--- src/clock_select_defines.svh ---
// constants for the clock selector with gated fanout
`ifndef CLOCK_SELECT_DEFINES_SVH
`define CLOCK_SELECT_DEFINES_SVH
`define FANOUT_PAIRS       5
`define SEL_SINGLE_ENDED   1'b1
`define SEL_DIFFERENTIAL   1'b0
`define GATE_ENABLED       1'b0
`define SYNC_STAGES        3
`endif

--- src/clock_select_pkg.sv ---
// types for the clock selector with gated fanout
package clock_select_pkg;
  // one complementary output pair
  typedef struct packed {
    logic true_out;
    logic comp_out;
  } fanout_pair_type;
  // synchronised control inputs
  typedef struct packed {
    logic source_sel;
    logic output_gate_n;
  } control_type;
endpackage

--- src/clock_select_gated_fanout.sv ---
// two-input clock selector with edge-synchronised gate and five output pairs
`timescale 1ns/1ps
`include "clock_select_defines.svh"

module clock_select_gated_fanout #(
  parameter int PAIRS = `FANOUT_PAIRS
) (
  // system
  input  wire logic                                   sys_clk_i,
  input  wire logic                                   rst_b_i,
  // clock inputs
  input  wire logic                                   diff_clock_in_p_i,
  input  wire logic                                   diff_clock_in_n_i,
  input  wire logic                                   single_ended_clock_in_i,
  // board controls, undriven reads as low
  input  wire logic                                   source_sel_i,
  input  wire logic                                   output_gate_n_i,
  // fanout
  output logic [PAIRS-1:0]                            fanout_true_o,
  output logic [PAIRS-1:0]                            fanout_complement_o
);

  // elaboration check: the fanout needs at least one output pair
  if (PAIRS < 1) begin : gen_pairs_check
    $error("PAIRS must be at least 1");
  end

  // three-stage synchronisers for every asynchronous input
  logic [2:0] diff_p_sync_ff;
  logic [2:0] diff_n_sync_ff;
  logic [2:0] single_sync_ff;
  logic [2:0] sel_sync_ff;
  logic [2:0] gate_sync_ff;
  logic [2:0] nxt_diff_p_sync;
  logic [2:0] nxt_diff_n_sync;
  logic [2:0] nxt_single_sync;
  logic [2:0] nxt_sel_sync;
  logic [2:0] nxt_gate_sync;

  // settled levels, updated once stages two and three agree
  logic                          diff_lvl_ff;
  logic                          single_lvl_ff;
  clock_select_pkg::control_type ctrl_ff;
  logic                          nxt_diff_lvl;
  logic                          nxt_single_lvl;
  clock_select_pkg::control_type nxt_ctrl;

  // selected clock and its previous level, for falling edge detect
  logic sel_clk;
  logic sel_clk_prev_ff;
  logic nxt_sel_clk_prev;
  logic fall_edge;

  // gate state applied to every pair
  logic gate_on_ff;
  logic nxt_gate_on;

  // output flops
  clock_select_pkg::fanout_pair_type [PAIRS-1:0] pair_ff;
  clock_select_pkg::fanout_pair_type [PAIRS-1:0] nxt_pair;

  // shift chains; stage 0 feeds only stage 1
  always_comb begin
    nxt_diff_p_sync = {diff_p_sync_ff[1:0], diff_clock_in_p_i};
    nxt_diff_n_sync = {diff_n_sync_ff[1:0], diff_clock_in_n_i};
    nxt_single_sync = {single_sync_ff[1:0], single_ended_clock_in_i};
    nxt_sel_sync    = {sel_sync_ff[1:0], source_sel_i};
    nxt_gate_sync   = {gate_sync_ff[1:0], output_gate_n_i};
  end

  // accept a level only when the last two stages agree
  always_comb begin
    nxt_diff_lvl   = diff_lvl_ff;
    nxt_single_lvl = single_lvl_ff;
    nxt_ctrl       = ctrl_ff;
    // differential input: a crossing counts when both legs agree it
    if ((diff_p_sync_ff[1] == diff_p_sync_ff[2]) &&
        (diff_n_sync_ff[1] == diff_n_sync_ff[2]) &&
        (diff_p_sync_ff[2] != diff_n_sync_ff[2])) begin
      nxt_diff_lvl = diff_p_sync_ff[2];
    end
    if (single_sync_ff[1] == single_sync_ff[2]) begin
      nxt_single_lvl = single_sync_ff[2];
    end
    if (sel_sync_ff[1] == sel_sync_ff[2]) begin
      nxt_ctrl.source_sel = sel_sync_ff[2];
    end
    if (gate_sync_ff[1] == gate_sync_ff[2]) begin
      nxt_ctrl.output_gate_n = gate_sync_ff[2];
    end
  end

  // source mux
  always_comb begin
    if (ctrl_ff.source_sel == `SEL_SINGLE_ENDED) begin
      sel_clk = single_lvl_ff;
    end else begin
      sel_clk = diff_lvl_ff;
    end
    nxt_sel_clk_prev = sel_clk;
    fall_edge        = sel_clk_prev_ff & ~sel_clk;
  end

  // gate takes its new state only on a falling edge of the selected clock,
  // when the output is already low, so no pulse is ever cut short
  always_comb begin
    nxt_gate_on = gate_on_ff;
    if (fall_edge) begin
      nxt_gate_on = (ctrl_ff.output_gate_n == `GATE_ENABLED);
    end
  end

  // output pairs, all from one clock and one gate
  genvar g;
  generate
    for (g = 0; g < PAIRS; g++) begin : gen_pair
      // one driver per bit: open gate follows the clock, closed gate parks low/high
      assign nxt_pair[g].true_out = gate_on_ff ? sel_clk : 1'b0;
      assign nxt_pair[g].comp_out = gate_on_ff ? ~sel_clk : 1'b1;
      assign fanout_true_o[g]       = pair_ff[g].true_out;
      assign fanout_complement_o[g] = pair_ff[g].comp_out;
    end
  endgenerate

  // registers; reset state is differential source, outputs enabled
  always_ff @(posedge sys_clk_i) begin
    if (!rst_b_i) begin
      diff_p_sync_ff  <= 3'h0;
      diff_n_sync_ff  <= 3'h0;
      single_sync_ff  <= 3'h0;
      sel_sync_ff     <= 3'h0;
      gate_sync_ff    <= 3'h0;
      diff_lvl_ff     <= 1'b0;
      single_lvl_ff   <= 1'b0;
      ctrl_ff         <= '0;
      sel_clk_prev_ff <= 1'b0;
      gate_on_ff      <= 1'b1;
      for (int i = 0; i < PAIRS; i++) begin
        pair_ff[i] <= 2'h1;
      end
    end else begin
      diff_p_sync_ff  <= nxt_diff_p_sync;
      diff_n_sync_ff  <= nxt_diff_n_sync;
      single_sync_ff  <= nxt_single_sync;
      sel_sync_ff     <= nxt_sel_sync;
      gate_sync_ff    <= nxt_gate_sync;
      diff_lvl_ff     <= nxt_diff_lvl;
      single_lvl_ff   <= nxt_single_lvl;
      ctrl_ff         <= nxt_ctrl;
      sel_clk_prev_ff <= nxt_sel_clk_prev;
      gate_on_ff      <= nxt_gate_on;
      pair_ff         <= nxt_pair;
    end
  end

  // gate only changes on a falling edge of the selected clock
  chk_gate_on_fall: assert property (@(posedge sys_clk_i) disable iff (!rst_b_i)
    $changed(gate_on_ff) |-> $past(fall_edge))
    else $error("gate changed without falling edge");

  // disabled outputs are forced to low and high
  chk_disabled_level: assert property (@(posedge sys_clk_i) disable iff (!rst_b_i)
    !$past(gate_on_ff) |-> (fanout_true_o == '0) && (fanout_complement_o == '1))
    else $error("disabled outputs not forced");

  // the enabled true output of pair 0 follows the selected clock without inversion
  chk_enabled_follow: assert property (@(posedge sys_clk_i) disable iff (!rst_b_i)
    $past(gate_on_ff) |-> fanout_true_o[0] == $past(sel_clk))
    else $error("enabled output does not follow clock");

  // pairs are complementary
  chk_pair_compl: assert property (@(posedge sys_clk_i) disable iff (!rst_b_i)
    fanout_true_o == ~fanout_complement_o)
    else $error("pair not complementary");

  // all pairs identical
  chk_pairs_equal: assert property (@(posedge sys_clk_i) disable iff (!rst_b_i)
    fanout_true_o == {PAIRS{fanout_true_o[0]}})
    else $error("pairs differ");

  // with the gate open the output shows the settled level of the chosen source
  chk_source_mux: assert property (@(posedge sys_clk_i) disable iff (!rst_b_i)
    $past(gate_on_ff) |->
      fanout_true_o[0] == ($past(ctrl_ff.source_sel) ? $past(single_lvl_ff)
                                                      : $past(diff_lvl_ff)))
    else $error("wrong source selected");

  // a true output never rises straight after the gate opens mid-high
  chk_no_runt: assert property (@(posedge sys_clk_i) disable iff (!rst_b_i)
    $rose(gate_on_ff) |-> fanout_true_o[0] == 1'b0)
    else $error("runt pulse at enable");

  // enabling only after gate input settled low
  chk_enable_cause: assert property (@(posedge sys_clk_i) disable iff (!rst_b_i)
    $rose(gate_on_ff) |-> $past(ctrl_ff.output_gate_n) == 1'b0)
    else $error("enabled without low gate");

  // the gate closes only while the output is already low, so no high is cut
  chk_no_cut_close: assert property (@(posedge sys_clk_i) disable iff (!rst_b_i)
    $fell(gate_on_ff) |-> fanout_true_o[0] == 1'b0)
    else $error("high pulse cut at disable");

  // closing needs the settled gate input to read high
  chk_disable_cause: assert property (@(posedge sys_clk_i) disable iff (!rst_b_i)
    $fell(gate_on_ff) |-> $past(ctrl_ff.output_gate_n) == 1'b1)
    else $error("disabled without high gate");

  // the settled gate level moves only once stages two and three agree on it
  chk_gate_sync_agree: assert property (@(posedge sys_clk_i) disable iff (!rst_b_i)
    $changed(ctrl_ff.output_gate_n) |->
      ($past(gate_sync_ff[1]) == $past(gate_sync_ff[2])) &&
      ($past(gate_sync_ff[2]) == ctrl_ff.output_gate_n))
    else $error("gate level taken before synchroniser agreed");

endmodule

--- config.mk ---
export PLATFORM = sky130hd
export DESIGN_NAME = clock_select_gated_fanout
export DESIGN_NICKNAME = d
export VERILOG_FILES = /design/src/clock_select_pkg.sv /design/src/clock_select_gated_fanout.sv
export VERILOG_INCLUDE_DIRS = /design/src /design/src/src
export SDC_FILE = /design/constraint.sdc
export NUM_CORES = 1
export LEC_CHECK = 0
export BUFFER_PORTS_ARGS = -buffer_cell sky130_fd_sc_hd__buf_4
export CAP_MARGIN = 25
export CORE_MARGIN = 3
export CORE_UTILIZATION = 40
export CTS_BUF_LIST = sky130_fd_sc_hd__clkbuf_16
export CTS_CLUSTER_SIZE = 40
export DETAILED_ROUTE_END_ITERATION = 10
export GPL_TIMING_DRIVEN = 0
export PLACE_DENSITY = 0.61
export REMOVE_ABC_BUFFERS = 1
export SETUP_SLACK_MARGIN = 0.4
export SLEW_MARGIN = 30
export SYNTH_ARGS = -nofsm -noshare
export SYNTH_HDL_FRONTEND = slang
export SYNTH_SLANG_ARGS = --single-unit
--- constraint.sdc ---
create_clock -name sys_clk_i -period 0.9 [get_ports sys_clk_i]
set_input_delay 0.045 -clock sys_clk_i [delete_from_list [all_inputs] [get_ports sys_clk_i]]
set_output_delay 0.045 -clock sys_clk_i [all_outputs]
set_load 0.02 [all_outputs]
==> results of run 1 <==
## layer usage
| metal | vias up | track usage [%] | routed length (um) |
|---|---|---|---|
| li1 | 241 | - | - |
| met3 | 5 | 2.75 | 83 |
| met4 | 0 | 9.95 | 44 |
| met5 | - | 0 | 0 |
| met2 | 20 | 17.4 | 549 |
| met1 | 223 | 10.9 | 429 |
## power by group through the flow
stage                     Combinational (mW)  Sequential, mW  Clock, mW
after floorplan                       0.0232            1.08          0
after global placement                0.0543            1.08          0
after detailed placement              0.0563            1.08          0
after CTS                             0.0583            1.06      0.953
after global routing                  0.0718            1.06      0.998
final                                 0.0629            1.06      0.920
## cell usage in the layout, fill, tap and decap left out, drive strengths merged
cell type  instances
nor2b              1
a21boi             3
a21oi              2
and2              16
clkbuf             3
mux2i              1
o21ai              5
nor2               2
nand2              4
inv                1
and3               1
dfxtp             23
a311oi             1
buf               19
## area by class of cell
cell class / count / share of cell area (%)
clock buffer: 3 / 7.43
clock inverter: 1 / 0.371
multi-input combinational: 36 / 25.5
sequential: 23 / 47.8
tap: 24 / 2.97
timing repair buffer: 19 / 16.0
## what timing repair did
item	in CTS	in global routing
endpoints found under the setup margin	28	28
setup buffers	2	1
pin swaps	9	6
endpoints found under the hold margin	2	0
resized for setup	25	10
## worst max-delay path by stage
stage	from	to	slack [ps]	depth (start not counted)
finish	ctrl_ff[1]	gate_on_ff	-60	3
global route	ctrl_ff[1]	gate_on_ff	-90	3
CTS	ctrl_ff[1]	gate_on_ff	-80	3
floorplan	ctrl_ff[1]	gate_on_ff	-70	3
detailed placement	ctrl_ff[1]	gate_on_ff	-150	3
global placement	ctrl_ff[1]	gate_on_ff	-150	3
## state kept, by name (all words and copies together) (netlist names)
signal and cells:
diff_lvl_ff 1, sel_sync_ff 3, fanout_true_o 1, fanout_complement_o 1, single_sync_ff 3, gate_on_ff 1, diff_n_sync_ff 3, diff_p_sync_ff 3
single_lvl_ff 1, sel_clk_prev_ff 1, ctrl_ff 2, gate_sync_ff 3
## cells by family (layout without fill, tap and decap cells)
group,after synthesis,count (layout),share of synthesized area (%)
muxes,1,1,1.34
buffers and inverters,10,23,9.21
AOI/OAI and AO/OA,11,11,9.38
DFF,23,23,61.6
and+or+nand+nor,24,24,18.4
## worst max-delay path, cell delays in order, from the launching register on
cell and delay, ps:
dfxtp_4 360, mux2i_4 250, and3_4 200, o21ai_2 40
==> impl_metrics.env, run 1 <==
export IMPL_drt_wl_total_mm=1.11
export IMPL_synth_async_reset_ratio_pct=0
export IMPL_synth_seq_cells=23
export IMPL_worst_r2r_setup_slack_ps=-60
export IMPL_fmax_ghz=1.04
export IMPL_row_count=14
export IMPL_grt_first_pass_wirelength_mm=1.89
export IMPL_p_int_mw=1.67
export IMPL_maxCapViolations=0
export IMPL_setup_tns_ps=-69.5
export IMPL_finalPower_mw=2.04
export IMPL_fin_cells=106
export IMPL_startpoint_type="flop"
export IMPL_area_delta_synth_final_pct=35.3
export IMPL_path_clk_slew_ps=60
export IMPL_ys_types=15
export IMPL_grt_usage_pct=10.6
export IMPL_hold_start="diff_clock_in_n_i"
export IMPL_grt_max_degree=22
export IMPL_yosysTopAreaCell="dfxtp_1"
export IMPL_critPathArrivalTime_ps=1100
export IMPL_crit_type="reg -> reg"
export IMPL_rsz0062_at_grt="yes"
export IMPL_die_w_um=49.2
export IMPL_clkPwrFrac_pct=45.1
export IMPL_syn_cell_area_um2=747
export IMPL_worst_ep_required_time_ps=1040
export IMPL_finalMaxSlewViolations=0
export IMPL_detail_route_iter0_violations=0
export IMPL_r2r_end="gate_on_ff"
export IMPL_dr_pass1_iters=1
export IMPL_leakagePower_nw=0.409
export IMPL_cts_buffers=3
export IMPL_syn_inst=69
export IMPL_core_area_um2=1630
export IMPL_wl_per_cell_um=10.4
export IMPL_cts_buffer_depth=2
export IMPL_synth_edf_count=0
export IMPL_min_period_ps=958
export IMPL_post_dp_hpwl_um=701
export IMPL_start_util_pct=45.9
export IMPL_gp_congestion=0.606
export IMPL_violations="hold timing, setup timing"
export IMPL_hold_viol=1
export IMPL_worst_slack_ps=-58.3
export IMPL_crit_path_end_kind="flop"
export IMPL_nFillCells=144
export IMPL_p_seq_share_pct=51.8
export IMPL_worst_pin_slew_ps=172
export IMPL_vias_per_cell=4.61
export IMPL_synth_avg_cell_area_um2=10.8
export IMPL_die_area_um2=2420
export IMPL_critical_path_max_fanout=3
export IMPL_powerDensity_nw_per_um2=2020
export IMPL_finalCritPeriodShare_pct=106
export IMPL_p_comb_share_pct=3.1
export IMPL_setup_violations=2
export IMPL_drive_gt1_share_pct=52.4
export IMPL_grt_overflow=0
export IMPL_hold_path_class="in -> reg"
export IMPL_p_sw_share_pct=17.9
export IMPL_multi_input_area_um2=258
export IMPL_final_cell_area_um2=1010
export IMPL_ant_nets=0
export IMPL_dp_cells=99
export IMPL_r2r_start="ctrl_ff[1]"
export IMPL_finClkSkew_ps=2.62
export IMPL_insertedDiodeCount=0
export IMPL_htreeDepth=1
export IMPL_synthTopCellsByCount="23 x dfxtp_1, 16 x and2_1, 8 x buf_4, 4 x nand2_1, 4 x o21ai_0"
export IMPL_outcome="finished, violations left"
export IMPL_synth_most_common_cell="dfxtp_1"
export IMPL_p_sw_uw=365
export IMPL_holdPathStages=2
export IMPL_slew_headroom_pct=88.3
export IMPL_holdWs_ps=-1.27
export IMPL_port_buffer_count=16
export IMPL_drc=0
export IMPL_register_area_um2=483
export IMPL_final_nets=90
export IMPL_clock_latency_ps=250
export IMPL_cts_tree="yes"
export IMPL_synth_top_cell_area_share_pct=61.6
export IMPL_ys_warn_count=0
export IMPL_numClockSinks=23
export IMPL_die_height_um=49.2
export IMPL_reg2reg_depth=3
export IMPL_cts_root_buf="clkbuf_16"
export IMPL_io_pins=17
export IMPL_vias=489
export IMPL_post_synth_main_area_contributors="dfxtp_1 62%, and2_1 13%, buf_4 8.0%, a21boi_0 3.0%, o21ai_0 2.7%"
export IMPL_irDropWorstVdd_mv=1.22
export IMPL_ys_flop_type="dfxtp_1"
export IMPL_final_core_util_pct=62.1
export IMPL_first_global_vias=444
export IMPL_place_area_um2=828
export IMPL_antenna_found_initial=0
export IMPL_yosysSeqAreaShare_pct=61.6
export IMPL_post_place_ws_ps=-150
export IMPL_hold_end="diff_n_sync_ff[0]"
(Power assumes the default switching activity.)
==> run 2, diff against run 1 <==
ABC_AREA = 1   (was not set)
==> run 2 against run 1 <==
  * The flow finishes with violations (hold timing)
  * Routed wire length grew 2.9%
  * Synthesized area is 7.2% higher
  * Non-clock buffer count decreased by 3
  * Critical path depth is 1 higher
  * First-iteration DRC count increased by 2
  * Power grew 0.16%
  * Clock skew fell by 1.0 ps
  * Setup slack better by 160 ps
  * Highest routed layer unchanged
==> impl_metrics.env, run 2 <==
export IMPL_outcome="finished, violations left"
export IMPL_violations="hold timing"
export IMPL_synth_top_cell_area_share_pct=57.5
export IMPL_synthTopCellsByCount="23 x dfxtp_1, 22 x inv_1, 20 x nand2_1, 9 x buf_4, 5 x nor2_1"
export IMPL_cts_buffer_depth=2
export IMPL_synth_top_family_by_area="buffers and inverters"
export IMPL_vias=557
export IMPL_insertedDiodeCount=0
export IMPL_setup_tns_ps=0
export IMPL_start_util_pct=44.4
export IMPL_crit_type="reg -> reg"
export IMPL_synthSimpleGateAreaFrac_pct=18.3
export IMPL_synth_async_reset_ratio_pct=0
export IMPL_yosysTopAreaCell="dfxtp_1"
export IMPL_grt_first_pass_wirelength_mm=1.87
export IMPL_port_buffer_count=16
export IMPL_synthXorXnorAreaFrac_pct=0
export IMPL_ys_warn_count=0
export IMPL_yosysSeqAreaShare_pct=57.5
export IMPL_crit_path_end_kind="flop"
export IMPL_post_synth_main_area_contributors="dfxtp_1 58%, inv_1 10%, nand2_1 9.4%, buf_4 8.4%, a21oi_1 2.5%"
export IMPL_numClockSinks=23
export IMPL_ant_nets=0
export IMPL_io_pins=17
export IMPL_cts_tree="yes"
export IMPL_critPathArrivalTime_ps=950
export IMPL_antenna_found_initial=0
export IMPL_finClkSkew_ps=1.61
export IMPL_dr_pass1_iters=2
export IMPL_clock_latency_ps=250
export IMPL_holdWs_ps=-27.9
export IMPL_dp_cells=127
export IMPL_finalPower_mw=2.04
export IMPL_layout_common_cells="20 x inv_1, 19 x nand2_1, 11 x dfxtp_1"
export IMPL_vias_per_cell=4.25
export IMPL_die_height_um=50.7
export IMPL_die_w_um=50.7
export IMPL_irDropWorstVdd_mv=1.24
export IMPL_grt_usage_pct=10.2
export IMPL_synth_avg_cell_area_um2=8.34
export IMPL_drt_wl_total_mm=1.14
export IMPL_synth_compound_area_share_pct=4.38
export IMPL_ys_types=14
export IMPL_post_dp_hpwl_um=755
export IMPL_cts_buffers=3
export IMPL_wl_per_cell_um=8.69
export IMPL_maxCapViolations=0
export IMPL_htreeDepth=1
export IMPL_syn_inst=96
export IMPL_fmax_ghz=1.25
export IMPL_synth_seq_cells=23
export IMPL_muxShareOfSynthArea_pct=0
export IMPL_leakagePower_nw=0.531
export IMPL_cts_setup_buffers=0
export IMPL_detail_route_iter0_violations=2
export IMPL_core_area_um2=1800
export IMPL_worst_ep_required_time_ps=1050
export IMPL_first_global_vias=470
export IMPL_worst_slack_ps=99.7
export IMPL_synth_most_common_cell="dfxtp_1"
export IMPL_path_clk_slew_ps=60
export IMPL_ys_flop_type="dfxtp_1"
export IMPL_powerDensity_nw_per_um2=1980
export IMPL_setup_violations=0
export IMPL_gp_congestion=0.590
export IMPL_row_count=15
export IMPL_hold_viol=5
export IMPL_fin_cells=131
export IMPL_grt_overflow=0
export IMPL_syn_cell_area_um2=801
export IMPL_finalMaxSlewViolations=0
export IMPL_post_place_ws_ps=67.2
export IMPL_worst_pin_slew_ps=201
export IMPL_critical_path_max_fanout=3
export IMPL_area_delta_synth_final_pct=28.8
export IMPL_final_nets=114
export IMPL_finalCritPeriodShare_pct=88.9
export IMPL_cts_root_buf="clkbuf_16"
export IMPL_synth_adder_area_share_pct=0
export IMPL_slew_headroom_pct=86.6
export IMPL_min_period_ps=800
export IMPL_drc=0
export IMPL_grt_max_degree=23
export IMPL_startpoint_type="flop"
export IMPL_rsz0062_at_grt="yes"
export IMPL_mostFrequentLayoutCell="inv_1"
export IMPL_synth_edf_count=0
export IMPL_die_area_um2=2570
export IMPL_drive_gt1_share_pct=39.6
export IMPL_hold_path_class="in -> reg"
run 2: cell count changes in the layout (fill, tap and decap cells not counted), sizes merged, moves of 2 or more:
cell | before | now
nand2 | 4 | 21
a21boi | 3 | 0
and2 | 16 | 1
o21ai | 5 | 3
buf | 19 | 16
inv | 1 | 24
nand3 | 0 | 4
a21oi | 2 | 4
nor2 | 2 | 6
run 2: final timing paths:
check,start,endpoint,slack (ps),cells past startpoint
worst max-delay path,single_lvl_ff,fanout_complement_o[4],100,4
worst min register to register,sel_sync_ff[0],sel_sync_ff[1],410,2
worst max register to register,single_lvl_ff,fanout_complement_o[4],100,4
worst min-delay path,source_sel_i,sel_sync_ff[0],-30,3
run 2: through the flow:
| stage | util, % | instance area [um^2] |
|---|---|---|
| finish | 57.2 | 1030 |
| global route | 57.2 | 1030 |
| CTS | 54.0 | 973 |
| detailed placement | 48.8 | 880 |
| global placement | 48.8 | 880 |
| floorplan | - | 728 |
run 2: area by class of cell:
class	instances	area [um^2]
Clock buffer	3	75.1
Clock inverter	1	3.75
Fill cell	164	771
Inverter	23	86.3
Multi-Input combinational cell	40	196
Sequential cell	23	480
Tap cell	25	31.3
Timing Repair Buffer	16	158
run 2: cell families (layout without fill, tap and decap cells):
logic type,after synthesis,count (layout)
AOI/OAI and AO/OA,7,7
buffers and inverters,33,43
DFF,23,23
and+or+nand+nor,33,33
run 2: per-layer routing:
| layer | track usage, % | share of wire [%] | up-vias |
|---|---|---|---|
| li1 | - | - | 289 |
| met1 | 9.98 | 42 | 248 |
| met2 | 17.4 | 51 | 16 |
| met3 | 2.67 | 5.0 | 4 |
| met4 | 9.42 | 2.4 | 0 |
| met5 | 0 | 0 | - |
run 2: worst max-delay path: stages, from the launching register on:
cell and delay, ps:
dfxtp_2 360, nand2_2 70, and2_4 170, nor2_4 80, inv_2 30
run 2: repair_timing:
| item | in CTS | in global routing |
|---|---|---|
| gates resized for setup | 14 | 19 |
| pin swaps | 2 | 4 |
| setup endpoints to repair | 23 | 25 |
| endpoints found under the hold margin | 5 | 3 |
run 2: power breakdown:
group | internal, mW | leakage (nW) | switching (mW)
clock network | 0.591 | 0.0423 | 0.325
logic | 0.0331 | 0.295 | 0.0354
registers | 1.04 | 0.193 | 0.0142
total | 1.67 | 0.531 | 0.374
==> run 3, diff against run 2 <==
CORE_MARGIN = 2   (was 3)
REMOVE_ABC_BUFFERS = not set   (was 1)
==> run 3 against run 2 <==
  * The run still ends with hold timing left
  * Maximum frequency down 11%
  * First-iteration DRC count grew 50%
  * Non-clock buffer count up 11
  * Sequential share of layout area down 5.2 points
  * Global-route usage is 1.7 points higher
  * Routed wire length is 5.2% higher
  * Final cell count grew 9.9%
  * Largest cell class unchanged
  * Critical path type is now reg -> out
  * Combinational power is 15% higher
  * Design area rose by 13%
  * Largest power group unchanged
  * Highest routed layer unchanged
  * Clock power grew 2.6%
==> impl_metrics.env, run 3 (synthesis gave the netlist of run 2 again) <==
export IMPL_outcome="finished, violations left"
export IMPL_violations="hold timing"
export IMPL_grt_max_degree=14
export IMPL_path_clk_slew_ps=60
export IMPL_mostFrequentLayoutCell="inv_1"
export IMPL_grt_first_pass_wirelength_mm=2.06
export IMPL_hold_viol=5
export IMPL_finalCritPeriodShare_pct=99.4
export IMPL_drt_wl_total_mm=1.20
export IMPL_worst_ep_required_time_ps=850
export IMPL_final_core_util_pct=60.7
export IMPL_clock_latency_ps=250
export IMPL_clkPwrFrac_pct=45.2
export IMPL_grt_overflow=0
export IMPL_crit_type="reg -> out"
export IMPL_gp_congestion=0.629
export IMPL_htreeDepth=1
export IMPL_setup_tns_ps=0
export IMPL_hold_path_class="in -> reg"
export IMPL_leakagePower_nw=0.594
export IMPL_cts_root_buf="clkbuf_16"
export IMPL_post_place_ws_ps=78.8
export IMPL_finClkSkew_ps=1.78
export IMPL_worst_slack_ps=5.19
export IMPL_wl_per_cell_um=8.31
export IMPL_holdWs_ps=-32.1
export IMPL_p_sw_share_pct=19.1
export IMPL_core_area_um2=1920
export IMPL_start_util_pct=41.7
export IMPL_finalPower_mw=2.08
export IMPL_fmax_ghz=1.12
export IMPL_drc=0
export IMPL_critical_path_max_fanout=5
export IMPL_cts_buffer_depth=2
export IMPL_maxCapViolations=0
export IMPL_die_w_um=48.7
export IMPL_place_area_um2=975
export IMPL_p_seq_share_pct=51.0
export IMPL_port_buffer_count=16
export IMPL_grt_usage_pct=11.9
export IMPL_final_nets=125
export IMPL_vias=583
export IMPL_insertedDiodeCount=0
export IMPL_p_comb_share_pct=3.8
export IMPL_vias_per_cell=4.05
export IMPL_numClockSinks=23
export IMPL_p_sw_uw=397
export IMPL_p_int_mw=1.68
export IMPL_antenna_found_initial=0
export IMPL_irDropWorstVdd_mv=1.21
export IMPL_worst_pin_slew_ps=176
export IMPL_detail_route_iter0_violations=3
export IMPL_cts_tree="yes"
export IMPL_critPathArrivalTime_ps=850
export IMPL_syn_nets=103
export IMPL_die_area_um2=2380
export IMPL_row_count=16
export IMPL_die_height_um=48.7
export IMPL_dr_pass1_iters=2
export IMPL_final_cell_area_um2=1170
export IMPL_cts_buffers=3
export IMPL_io_pins=17
export IMPL_ant_nets=0
export IMPL_first_global_vias=522
export IMPL_crit_path_end_kind="output pin"
export IMPL_startpoint_type="flop"
export IMPL_finalMaxSlewViolations=0
export IMPL_powerDensity_nw_per_um2=1780
export IMPL_post_dp_hpwl_um=779
export IMPL_layout_common_cells="20 x inv_1, 18 x nand2_1, 17 x buf_6"
export IMPL_area_delta_synth_final_pct=45.6
export IMPL_setup_violations=0
export IMPL_rsz0062_at_grt="yes"
export IMPL_slew_headroom_pct=88.2
export IMPL_min_period_ps=895
export IMPL_drive_gt1_share_pct=52.1
run 3: cell types whose count changed in the layout (fill, tap and decap cells not counted), sizes merged:
cell    delta
buf       +11
inv        -1
clkinv     +1
run 3: final cells by class:
class | instances | area [um^2]
Multi-Input combinational cell | 40 | 219
Buffer | 10 | 103
Clock inverter | 1 | 5.00
Timing Repair Buffer | 17 | 161
Inverter | 23 | 86.3
Clock buffer | 3 | 75.1
Tap cell | 27 | 33.8
Fill cell | 187 | 756
Sequential cell | 23 | 483
run 3: repair_timing:
action	CTS	global route
gates resized for setup	26	13
buffers inserted	1	0
pin swaps	4	5
endpoints found under the hold margin	5	4
endpoints found under the setup margin	23	26
run 3: through the flow:
stage / std cells / hold WS (ps)
2_1_floorplan: 96 / 143
3_3_place_gp: 139 / 226
3_5_place_dp: 139 / 231
4_1_cts: 144 / -35.1
5_1_grt: 144 / -28.6
6_report: 144 / -32.1
run 3: power by group through the flow:
stage | combinational (mW) | sequential [mW] | clock [mW]
2_1_floorplan | 0.0438 | 1.08 | 0
3_3_place_gp | 0.0721 | 1.08 | 0
3_5_place_dp | 0.0745 | 1.08 | 0
4_1_cts | 0.0781 | 1.06 | 0.970
5_1_grt | 0.0899 | 1.06 | 1.00
6_report | 0.0791 | 1.06 | 0.940
run 3: path summary, 6_finish.rpt:
path         cells past startpoint                endpoint  slack (ps)        startpoint
max                              2        fanout_true_o[3]           5  fanout_true_o[1]
min                              3         gate_sync_ff[0]         -30   output_gate_n_i
max reg2reg                      4  fanout_complement_o[4]          90     single_lvl_ff
min reg2reg                      2          sel_sync_ff[1]         410    sel_sync_ff[0]
run 3: worst max-delay path, stage by stage (launching register included):
cell and delay, ps:
dfxtp_4 360, buf_6 110, buf_6 120
run 3: layer usage:
metal	track usage (%)	vias up	share of wire (%)
met5	0	-	0
met4	12.9	0	4.9
met3	2.78	5	4.9
met2	20.8	17	50
met1	10.8	250	41
li1	-	311	-
